## src/core/atp_consts.svh

```systemverilog
// Constants of the adaptive tone host port: offsets, fields, reset values, counts
// How it works
// - Chip-select fall with strobe low: strobe-plus-direction protocol
// - Chip-select fall with read high: split strobes
// - Latch address and data per detected bus
// - One internal access qualifier for both protocols
// - Status register refreshes without any strobe activity
// - Select 0: tx/rx data; 1: control/status
// - Exactly five registers behind the port
// - Receive data read-only, holds last digit
// - Transmit data write-only, picks tone pair
// - Redirect bit sends next control write secondary
// - Status read-only, shows current transceiver state
// - Pin signals digit, tx ready, progress, or steering in test mode
// - Pin only pulls low or releases
// - Primary: redirect, irq enable, mode, tone enable
// - Secondary: column/row, single/dual, test, burst
// - Single-tone mode emits one group tone
// - Secondary write clears the redirect state
`ifndef ATP_CONSTS_SVH
`define ATP_CONSTS_SVH

// Register select decode
`define ATP_SEL_DATA      1'b0
`define ATP_SEL_CTRL      1'b1

// Primary control fields
`define ATP_CA_REDIRECT   3
`define ATP_CA_IRQ_EN     2
`define ATP_CA_CP_MODE    1
`define ATP_CA_TONE_EN    0

// Secondary control fields
`define ATP_CB_COL_SEL    3
`define ATP_CB_SINGLE     2
`define ATP_CB_TEST       1
`define ATP_CB_BURST_OFF  0

// Status fields
`define ATP_ST_STEER_N    3
`define ATP_ST_RX_VALID   2
`define ATP_ST_TX_EMPTY   1
`define ATP_ST_AUX        0

// Reset values
`define ATP_CA_RESET      4'h0
`define ATP_CB_RESET      4'h0
`define ATP_DATA_RESET    4'h0

// Synchroniser depth in clock cycles
`define ATP_SYNC_STAGES   2

`endif

```

## src/core/atp_pkg.sv

```systemverilog
// Types shared by the adaptive tone host port
package atp_pkg;

    // Host protocol sensed at the chip-select fall
    typedef enum logic [0:0] {
        ATP_PROTO_DS  = 1'b0,
        ATP_PROTO_SEP = 1'b1
    } atp_proto_t;

    // Access phase
    typedef enum logic [1:0] {
        ATP_IDLE     = 2'b00,
        ATP_SELECTED = 2'b01,
        ATP_STROBE   = 2'b10
    } atp_phase_t;

    // Host pins after synchronisation
    typedef struct packed {
        logic       cs_n;
        logic       strobe;    // Data strobe or read strobe
        logic       dir;       // Read/write line or write strobe
        logic       sel;
        logic [3:0] data;
    } atp_pins_t;

    // Whole state of the port
    typedef struct packed {
        atp_proto_t proto;
        atp_phase_t phase;
        logic       prev_cs_n;
        logic       is_read;
        logic       addr;
        logic [3:0] wdata;
        logic [3:0] ctrl_a;
        logic [3:0] ctrl_b;
        logic [3:0] tx_code;
        logic       tone_load;
        logic [3:0] rx_data;
        logic       rx_pend;
        logic       tx_pend;
        logic [3:0] status;
        logic [3:0] d_out;
        logic       d_oe;
        logic       irq_oe;
        logic       irq_out;
    } atp_state_t;

endpackage

```

## src/core/atp_host_port.sv

```systemverilog
// Adaptive four-bit host port with control, data and status registers
`timescale 1ns/1ps
`default_nettype none
`include "atp_consts.svh"
module atp_host_port #(
    parameter int DATA_W = 4
) (
    input  wire logic        ref_clk,       // 125 MHz core clock
    input  wire logic        sys_rst,       // Synchronous reset, high
    input  wire logic        cs_n,          // Chip select, low
    input  wire logic        data_strobe_in,// Data strobe or read strobe
    input  wire logic        rw_wr,         // Read/write line or write strobe
    input  wire logic        register_select, // Register select
    input  wire logic [3:0]  data_in,       // Data bus in
    output logic      [3:0]  data_out,      // Data bus out
    output logic             data_oe,       // Data bus drive enable
    output logic             interrupt_or_progress_pin_out, // Pin level, always 0
    output logic             interrupt_or_progress_pin_oe,  // High pulls pin low
    input  wire logic [3:0]  rx_code,       // Decoded received digit
    input  wire logic        rx_valid,      // Digit validated, pulse
    input  wire logic        tx_ready,      // Burst finished, pulse
    input  wire logic        steer_n,       // Delayed steering, low
    input  wire logic        status_aux,    // Extra status bit
    input  wire logic        cp_square,     // Call progress square wave
    output logic      [3:0]  tone_code,     // Tone pair code
    output logic             tone_load,     // New code, pulse
    output logic             tone_enable,   // Tone output enable
    output logic             cp_mode,       // Call progress mode
    output logic             column_select, // Column tone in single mode
    output logic             single_tone,   // Single tone mode
    output logic             test_mode,     // Test mode
    output logic             burst_disable  // Burst mode off
);
    atp_pkg::atp_state_t st_ff;
    atp_pkg::atp_state_t nxt_st;
    atp_pkg::atp_pins_t  raw_pins;
    atp_pkg::atp_pins_t  s;
    logic                act;
    logic                burst_on;
    logic                pull_low;

    generate
        if (DATA_W != 4) begin : g_chk
            $error("atp_host_port serves a four-bit bus only");
        end
    endgenerate

    assign raw_pins = '{cs_n: cs_n, strobe: data_strobe_in, dir: rw_wr,
                        sel: register_select, data: data_in};

    atp_sync #(
        .W ($bits(atp_pkg::atp_pins_t))
    ) u_sync (
        .ref_clk (ref_clk),
        .sys_rst (sys_rst),
        .d       (raw_pins),
        .q       (s)
    );

    // one qualifier for both host styles
    always_comb begin
        if (st_ff.proto == atp_pkg::ATP_PROTO_DS) begin
            act = !s.cs_n && s.strobe;
        end else begin
            act = !s.cs_n && (!s.strobe || !s.dir);
        end
    end

    // Next-state logic
    always_comb begin
        nxt_st           = st_ff;
        nxt_st.tone_load = 1'b0;
        nxt_st.prev_cs_n = s.cs_n;
        burst_on         = !st_ff.ctrl_b[`ATP_CB_BURST_OFF];
        pull_low         = 1'b0;

        case (st_ff.phase)
            atp_pkg::ATP_IDLE: begin
                nxt_st.phase = atp_pkg::ATP_IDLE;
            end
            atp_pkg::ATP_SELECTED: begin
                if (s.cs_n) begin
                    nxt_st.phase = atp_pkg::ATP_IDLE;
                end else if (act) begin
                    nxt_st.phase = atp_pkg::ATP_STROBE;
                    nxt_st.wdata = s.data;
                    if (st_ff.proto == atp_pkg::ATP_PROTO_DS) begin
                        // separate bus: address valid with strobe
                        nxt_st.addr    = s.sel;
                        nxt_st.is_read = s.dir;
                    end else begin
                        nxt_st.is_read = !s.strobe;
                    end
                end
            end
            atp_pkg::ATP_STROBE: begin
                if (act) begin
                    nxt_st.wdata = s.data;
                end else begin
                    nxt_st.phase = s.cs_n ? atp_pkg::ATP_IDLE : atp_pkg::ATP_SELECTED;
                    if (!st_ff.is_read) begin
                        if (st_ff.addr == `ATP_SEL_DATA) begin
                            nxt_st.tx_code   = st_ff.wdata;
                            nxt_st.tone_load = 1'b1;
                        end else if (st_ff.ctrl_a[`ATP_CA_REDIRECT]) begin
                            // secondary write then back to primary
                            nxt_st.ctrl_b                    = st_ff.wdata;
                            nxt_st.ctrl_a[`ATP_CA_REDIRECT]  = 1'b0;
                        end else begin
                            nxt_st.ctrl_a = st_ff.wdata;
                        end
                    end else if (st_ff.addr == `ATP_SEL_CTRL) begin
                        // Status read acknowledges pending events
                        nxt_st.rx_pend = 1'b0;
                        nxt_st.tx_pend = 1'b0;
                    end
                end
            end
            default: begin
                nxt_st.phase = atp_pkg::ATP_IDLE;
            end
        endcase

        if (st_ff.prev_cs_n && !s.cs_n) begin
            nxt_st.phase = atp_pkg::ATP_SELECTED;
            if (s.strobe) begin
                nxt_st.proto = atp_pkg::ATP_PROTO_SEP;
                // multiplexed bus: address valid at the fall
                nxt_st.addr  = s.sel;
            end else begin
                nxt_st.proto = atp_pkg::ATP_PROTO_DS;
            end
        end

        // receive register; event set wins over read clear
        if (rx_valid) begin
            nxt_st.rx_data = rx_code;
            nxt_st.rx_pend = 1'b1;
        end
        if (tx_ready) begin
            nxt_st.tx_pend = 1'b1;
        end

        // status tracks state, frozen only while read
        if (!(st_ff.phase == atp_pkg::ATP_STROBE && st_ff.is_read)) begin
            nxt_st.status[`ATP_ST_STEER_N]  = steer_n;
            nxt_st.status[`ATP_ST_RX_VALID] = nxt_st.rx_pend;
            nxt_st.status[`ATP_ST_TX_EMPTY] = nxt_st.tx_pend;
            nxt_st.status[`ATP_ST_AUX]      = status_aux;
        end

        // read steering; write-only registers never read back
        nxt_st.d_oe  = (nxt_st.phase == atp_pkg::ATP_STROBE) && nxt_st.is_read;
        nxt_st.d_out = (nxt_st.addr == `ATP_SEL_CTRL) ? st_ff.status : st_ff.rx_data;

        // pin source chosen by mode bits
        if (nxt_st.ctrl_a[`ATP_CA_CP_MODE]) begin
            pull_low = nxt_st.ctrl_a[`ATP_CA_IRQ_EN] && !cp_square;
        end else if (nxt_st.ctrl_b[`ATP_CB_TEST]) begin
            pull_low = !steer_n;
        end else begin
            pull_low = nxt_st.ctrl_a[`ATP_CA_IRQ_EN]
                       && (nxt_st.rx_pend || (nxt_st.tx_pend && burst_on));
        end
        // open drain: drive low or release
        nxt_st.irq_oe  = pull_low;
        nxt_st.irq_out = 1'b0;
    end

    // State register
    always_ff @(posedge ref_clk) begin
        if (sys_rst) begin
            st_ff           <= '0;
            st_ff.proto     <= atp_pkg::ATP_PROTO_DS;
            st_ff.phase     <= atp_pkg::ATP_IDLE;
            st_ff.prev_cs_n <= 1'b1;
            st_ff.ctrl_a    <= `ATP_CA_RESET;
            st_ff.ctrl_b    <= `ATP_CB_RESET;
            st_ff.tx_code   <= `ATP_DATA_RESET;
            st_ff.rx_data   <= `ATP_DATA_RESET;
        end else begin
            st_ff <= nxt_st;
        end
    end

    // Outputs straight from the state flops
    assign data_out                      = st_ff.d_out;
    assign data_oe                       = st_ff.d_oe;
    assign interrupt_or_progress_pin_out = st_ff.irq_out;
    assign interrupt_or_progress_pin_oe  = st_ff.irq_oe;
    assign tone_code                     = st_ff.tx_code;
    assign tone_load                     = st_ff.tone_load;
    assign tone_enable                   = st_ff.ctrl_a[`ATP_CA_TONE_EN];
    assign cp_mode                       = st_ff.ctrl_a[`ATP_CA_CP_MODE];
    assign column_select                 = st_ff.ctrl_b[`ATP_CB_COL_SEL];
    assign single_tone                   = st_ff.ctrl_b[`ATP_CB_SINGLE];
    assign test_mode                     = st_ff.ctrl_b[`ATP_CB_TEST];
    assign burst_disable                 = st_ff.ctrl_b[`ATP_CB_BURST_OFF];

    logic cs_fall;
    logic wr_end;
    assign cs_fall = st_ff.prev_cs_n && !s.cs_n;
    assign wr_end  = st_ff.phase == atp_pkg::ATP_STROBE && !act && !st_ff.is_read;
endmodule
`default_nettype wire

```

## src/core/atp_sync.sv

```systemverilog
// Two-flop synchroniser for the host pins
`timescale 1ns/1ps
`default_nettype none
module atp_sync #(
    parameter int W = 8
) (
    input  wire logic         ref_clk,  // Core clock
    input  wire logic         sys_rst,  // Synchronous reset
    input  wire logic [W-1:0] d,        // Raw pins
    output logic      [W-1:0] q         // Synchronised pins
);
    logic [W-1:0] meta_ff;

    generate
        if (W < 1) begin : g_chk
            $error("atp_sync width must be at least one");
        end
    endgenerate

    // First stage feeds only the second
    always_ff @(posedge ref_clk) begin
        if (sys_rst) begin
            meta_ff <= '1;
            q       <= '1;
        end else begin
            meta_ff <= d;
            q       <= meta_ff;
        end
    end
endmodule
`default_nettype wire

```

## config.mk

```make
export PLATFORM = sky130hd
export DESIGN_NAME = atp_host_port
export DESIGN_NICKNAME = d
export VERILOG_FILES = /design/src/core/atp_pkg.sv /design/src/core/atp_host_port.sv /design/src/core/atp_sync.sv
export VERILOG_INCLUDE_DIRS = /design/src /design/src/core
export SDC_FILE = /design/constraint.sdc
export NUM_CORES = 1
export LEC_CHECK = 0
export BUFFER_PORTS_ARGS = -buffer_cell sky130_fd_sc_hd__buf_2
export CORE_MARGIN = 4
export CORE_UTILIZATION = 40
export CTS_CLUSTER_DIAMETER = 120
export DETAILED_ROUTE_END_ITERATION = 16
export GPL_TIMING_DRIVEN = 0
export SETUP_SLACK_MARGIN = 0.05
export SLEW_MARGIN = 0
export SYNTH_ARGS = -nofsm -noshare
export SYNTH_HDL_FRONTEND = slang
export SYNTH_SLANG_ARGS = --single-unit
export TNS_END_PERCENT = 20
```

## constraint.sdc

```tcl
create_clock -name ref_clk -period 4.9 [get_ports ref_clk]
set_input_delay 0.245 -clock ref_clk [delete_from_list [all_inputs] [get_ports ref_clk]]
set_output_delay 0.245 -clock ref_clk [all_outputs]
set_load 0.01 [all_outputs]
```

**Yosys cells after proc, flatten, opt, wreduce, memory -nomap -nowiden**

Index checks and enable logic that the tools add are counted.

- Equal/unequal tests: 6
- $lt $le $gt $ge: 0
- $mul: 0
- Bitwise logic cells: 5
- Shifts and indexed selects: 0
- Reductions and logical operators: 23
- Muxes and demuxes: 34
- Add/sub/neg operators: 0
- Divide/modulo/power cells: 0

Operator list:

| operator | number |
|---|---|
| 12-bit 2-to-1 mux | 3 |
| 2-bit 2-to-1 mux | 9 |
| 1-bit 2-to-1 mux | 12 |
| 4-bit 2-to-1 mux | 3 |
| 6-bit 2-to-1 mux | 2 |
| 4-bit AND reduction | 3 |
| 5-bit AND reduction | 2 |
| 1-bit logical AND | 8 |
| 4-bit case mux with 2 select lines | 1 |
| 7-bit 2-to-1 mux | 1 |
| 1-bit logical NOT | 6 |
| 2-bit != test, second input constant | 3 |
| 5-bit 2-to-1 mux | 1 |
| 1-bit NOT | 5 |
| 2-bit == test, second input constant | 2 |
| 2-bit case mux with 2 select lines | 1 |
| 4-bit OR reduction | 1 |
| 3-bit 2-to-1 mux | 1 |
| 2-bit by 1-bit == test with 1-bit output, second input constant | 1 |
| 1-bit logical OR | 2 |
| 2-bit nonzero test | 1 |

- Logic and storage cells: 91
- Memories: 0
- Register bits after elaboration: 56
- Latch bits: 0
- Bits in read-only memories: 0
- RAM bits: 0

**Longest topological paths before layout**

- Word-level depth: 12
- Mapped depth: 8
- Depth with buffers taken out: 7

**By module**

From an unflattened synthesis, not the netlist that was laid out.

- Cell total of the unflattened synthesis: 210
- Area, all modules: 2147.1 um^2

Modules (own cells, without submodules):

| module | area an instance (um^2) | cells each | sequential area each (um^2) | instances |
|---|---|---|---|---|
| atp_host_port | 1715.4 | 177 | 780.7 | 1 |
| atp_sync | 431.7 | 33 | 320.3 | 1 |

**Worst setup path before layout**

Ideal clock, no wire load.

- Kind: reg2reg
- Start point: register st_ff[37] in the netlist's numbering
- End point: register st_ff (netlist bit interrupt_or_progress_pin_oe)
- Setup time: 0.077 ns
- Data arrival time: 1.607 ns
- Path slack: 3.216 ns
- Cell stages (with the launch flop): 9
- Cell sequence: dfxtp_1 -> inv_1 -> ha_1 -> buf_2 -> and2b_1 -> o311ai_4 -> nor2_2 -> or3_1 -> a41oi_2

- Longest elaborated chain between the ends: 8
- Elaborated cells on any way between the ends: 11

Ends and longest elaborated chain:

| element | RTL line | RTL |
|---|---|---|
| start: declaration | atp_host_port.sv:34 | `atp_pkg::atp_state_t st_ff;` |
| start signal: assignment | atp_host_port.sv:182 | `st_ff <= nxt_st;` |
| 2-bit == test (*) | atp_host_port.sv:77 | `case (st_ff.phase)` |
| 2-bit 2-to-1 mux | atp_host_port.sv:77 |  |
| 1-bit 2-to-1 mux | atp_host_port.sv:140 | `if (tx_ready) begin` |
| 1-bit logical AND | atp_host_port.sv:163 | `&& (nxt_st.rx_pend \|\| (nxt_st.tx_pend && burst_on));` |
| 1-bit logical OR | atp_host_port.sv:163 |  |
| 1-bit logical AND | atp_host_port.sv:162 | `` pull_low = nxt_st.ctrl_a[`ATP_CA_IRQ_EN] `` |
| 1-bit 2-to-1 mux | atp_host_port.sv:159 | `` end else if (nxt_st.ctrl_b[`ATP_CB_TEST]) begin `` |
| 1-bit 2-to-1 mux (*) | atp_host_port.sv:157 | `` if (nxt_st.ctrl_a[`ATP_CA_CP_MODE]) begin `` |

Mark *: on every way between the ends. The rest lies on a longest branch, timed or not.
A chain may end at the register's enable or synchronous reset.

**Worst setup path in the final report**

- Start point: register st_ff[38] in the netlist's numbering
- End point: register st_ff (netlist bit interrupt_or_progress_pin_oe)

Same word-level chain as after synthesis.

==> metrics.txt <==
Yosys cell types 40; clk root buf clkbuf_8; I/O pins 37; Clk network pwr share about 37%; period utilization roughly 40%; largest net degree at the start of global routing 17; Seq/Total Area, Yosys between 50% and 60%; f_max ~0.52 GHz; leakage 1.117 nW; kind of critical path reg2reg; n_diodes 0; Cells after Synth between 200 and 250; Fin. Hold Viols 0; switch share between 20% and 30%; largest family of logic cells by synthesized area simple AND/OR/NAND/NOR gates; CTS max path bufs 2; status finished, final reports clean; TritonCTS clock tree built; worst clock skew 0.01255 ns; fillcell total a little under 500; power share of the sequential group a little under three fifths; max-cap violations 0; Avg Vias per Cell 4.755; initial antenna violation count 0; Total GRT Usage between 10% and 20%; worst skew pair latency 0.31 ns; setup bufs post-CTS 0; share of layout cells above drive strength 1 29.43%; Top FF cell, synth dfxtp_1; final hold slack ~0.12 ns; Min Clock Period, post-route between 1.5 and 2 ns; num rows 26; ANT nets after route 0; cts repair resizes 0; area share of fa/ha/maj cells after synthesis around 1.2%; Async S/R FF share, synth 0%; Yosys reg bits 55; Int Power around 650 uW; via count 1593; 1st-pass router iterations 4; first-pass GRT wire length about 6.6 mm; Synthesized Nets between 200 and 250; Slew Limit Fails 0; worst hold path class in2reg; Comb pwr share under 10%; Least-Margin Pin Slew slightly above 0.5 ns; DIE AREA about 0.0066 sq mm; YS warnings 0; clock slew at reported path FFs 0.10 ns; Layout area overhead 17.13%; routability cong. 0.8016; Port Buffers 33; VDD IR max about 0.00016 V; total clock sinks 55; PD cells ~330 mW/mm^2; unrepaired setup endpoints after global routing false; Starting Density roughly two fifths; Nets between 200 and 300; Mapped Avg Cell Area 9.652 sq um; crit path DAT roughly 2.1 ns; Setup crit start kind flop; cell taking the most area after synthesis dfxtp_1; chip height just over 80 um; max_slew headroom between 60% and 70%; number of global-route vias before repair between 1000 and 1500; Synth Area in Compound Gates roughly a tenth; H-tree level count 2; endpoints failing setup 0; routed wire length 4.100 mm; post-synthesis mux area share under 10%; Synth Area in XOR/XNOR 0%; Num CTS Buffers 5; data required time of the worst path 5.08 ns; P_sw ~170 uW; TNS Setup 0 ns; chip width approximately 80 um; Post-synth EDFFs 0; post-detail-place hpwl slightly below 3 mm; DRT iter0 DRCs 57; simple-gate share of the synthesized area a little over a fifth; Crit Path Max Fanout 10; total global routing overflow 0; area fraction of the dominant cell type after synthesis approximately 51%; Syn Std Cell Area ~0.0022 sq mm; per-cell routed wire length 12.24 um; cts hold-fix bufs 0; ranking of synthesized cells by area dfxtp_1, mux2i_1, nor2_1; Worst Setup End Kind flop; DRC 0; Core Footprint just over 0.005 sq mm
registers in the layout (all words and copies together), names as in the netlist, 4 cells and up:
register        count
data_out            4
u_sync.meta_ff      8
u_sync.q            8
st_ff              22
tone_code           4
power groups by stage:
stage	Clock, mW	Sequential, mW	Combinational [mW]
4_1_cts	0.315	0.469	0.0507
6_report	0.307	0.468	0.0500
3_5_place_dp	0	0.479	0.0505
5_1_grt	0.330	0.471	0.0561
2_1_floorplan	0	0.477	0.0352
3_3_place_gp	0	0.479	0.0501
final timing paths:
check | start | end | slack, ns | depth (start not counted)
max | st_ff[38]$_SDFF_PP0_ | interrupt_or_progress_pin_oe$_SDFF_PP0_ | 2.97 | 7
max reg2reg | st_ff[38]$_SDFF_PP0_ | interrupt_or_progress_pin_oe$_SDFF_PP0_ | 2.97 | 7
min | data_in[2] | u_sync.meta_ff[2]$_SDFF_PP1_ | 0.12 | 2
min reg2reg | u_sync.meta_ff[4]$_SDFF_PP1_ | u_sync.q[4]$_SDFF_PP1_ | 0.41 | 1
critical path, stage by stage, from the launching register on:
cell and delay, ns:
dfxtp_1 0.38, ha_1 0.15, buf_2 0.20, and2b_1 0.26
o311ai_4 0.21, and4b_1 0.26, o22ai_1 0.20, a41oi_2 0.15
final cells by class:
type	count	area, sq um	area share [%]
clock inverter	2	35.03	1.383
buffer	20	111.4	4.397
timing repair buffer	33	165.2	6.522
sequential	55	1101	43.48
multi-input combinational	143	927.1	36.61
clock buffer	6	82.58	3.261
tap	70	87.58	3.458
inverter	6	22.52	0.8893
cell usage after synthesis (all sizes together) (2+ instances only):
master	instances
or2	18
nand2b	2
nand2	7
o21ai	7
ha	2
nor3b	5
buf	11
nand4	2
mux2i	21
or3	3
clkbuf	9
o22ai	2
dfxtp	55
nor3	3
a31oi	2
a21oi	14
inv	6
nor2	35
nor2b	2
nand3	4
a41oi	2
cells in the final DEF, fill, tap and decap left out, drive strengths merged, types with 4 or more instances in the layout:
| master | synthesis | layout |
|---|---|---|
| nand3 | 4 | 4 |
| dfxtp | 55 | 55 |
| a21oi | 14 | 14 |
| buf | 11 | 44 |
| or2 | 18 | 18 |
| mux2i | 21 | 21 |
| nand2 | 7 | 7 |
| nor2 | 35 | 35 |
| nor3b | 5 | 5 |
| clkbuf | 9 | 15 |
| o21ai | 7 | 7 |
| inv | 6 | 6 |
routing by layer:
| metal | wire, um | global-route usage, % |
|---|---|---|
| met4 | 51 | 5.068 |
| met1 | 2029 | 16.95 |
| met2 | 1799 | 21.01 |
| met3 | 220 | 3.728 |
| met5 | 0 | 0 |
logic make-up after synthesis:
family,Yosys count
fa+ha+maj,2
compound gates,33
buf+inv,26
flops,55
simple gates,86
mux,21
other cells,1
through the flow:
stage                     power, mW  area [sq um]  cells  utilization (%)  setup slack (ns)
after global placement       0.5288          2415    327            46.69             3.008
after CTS                    0.8348          2532    335            48.96             2.961
after floorplan              0.5124          2162    224                -             3.216
final                        0.8252          2532    335            48.96             2.970
after detailed placement     0.5296          2415    327            46.69             2.982
after global routing         0.8562          2532    335            48.96             2.792
(Power assumes the default switching activity.)
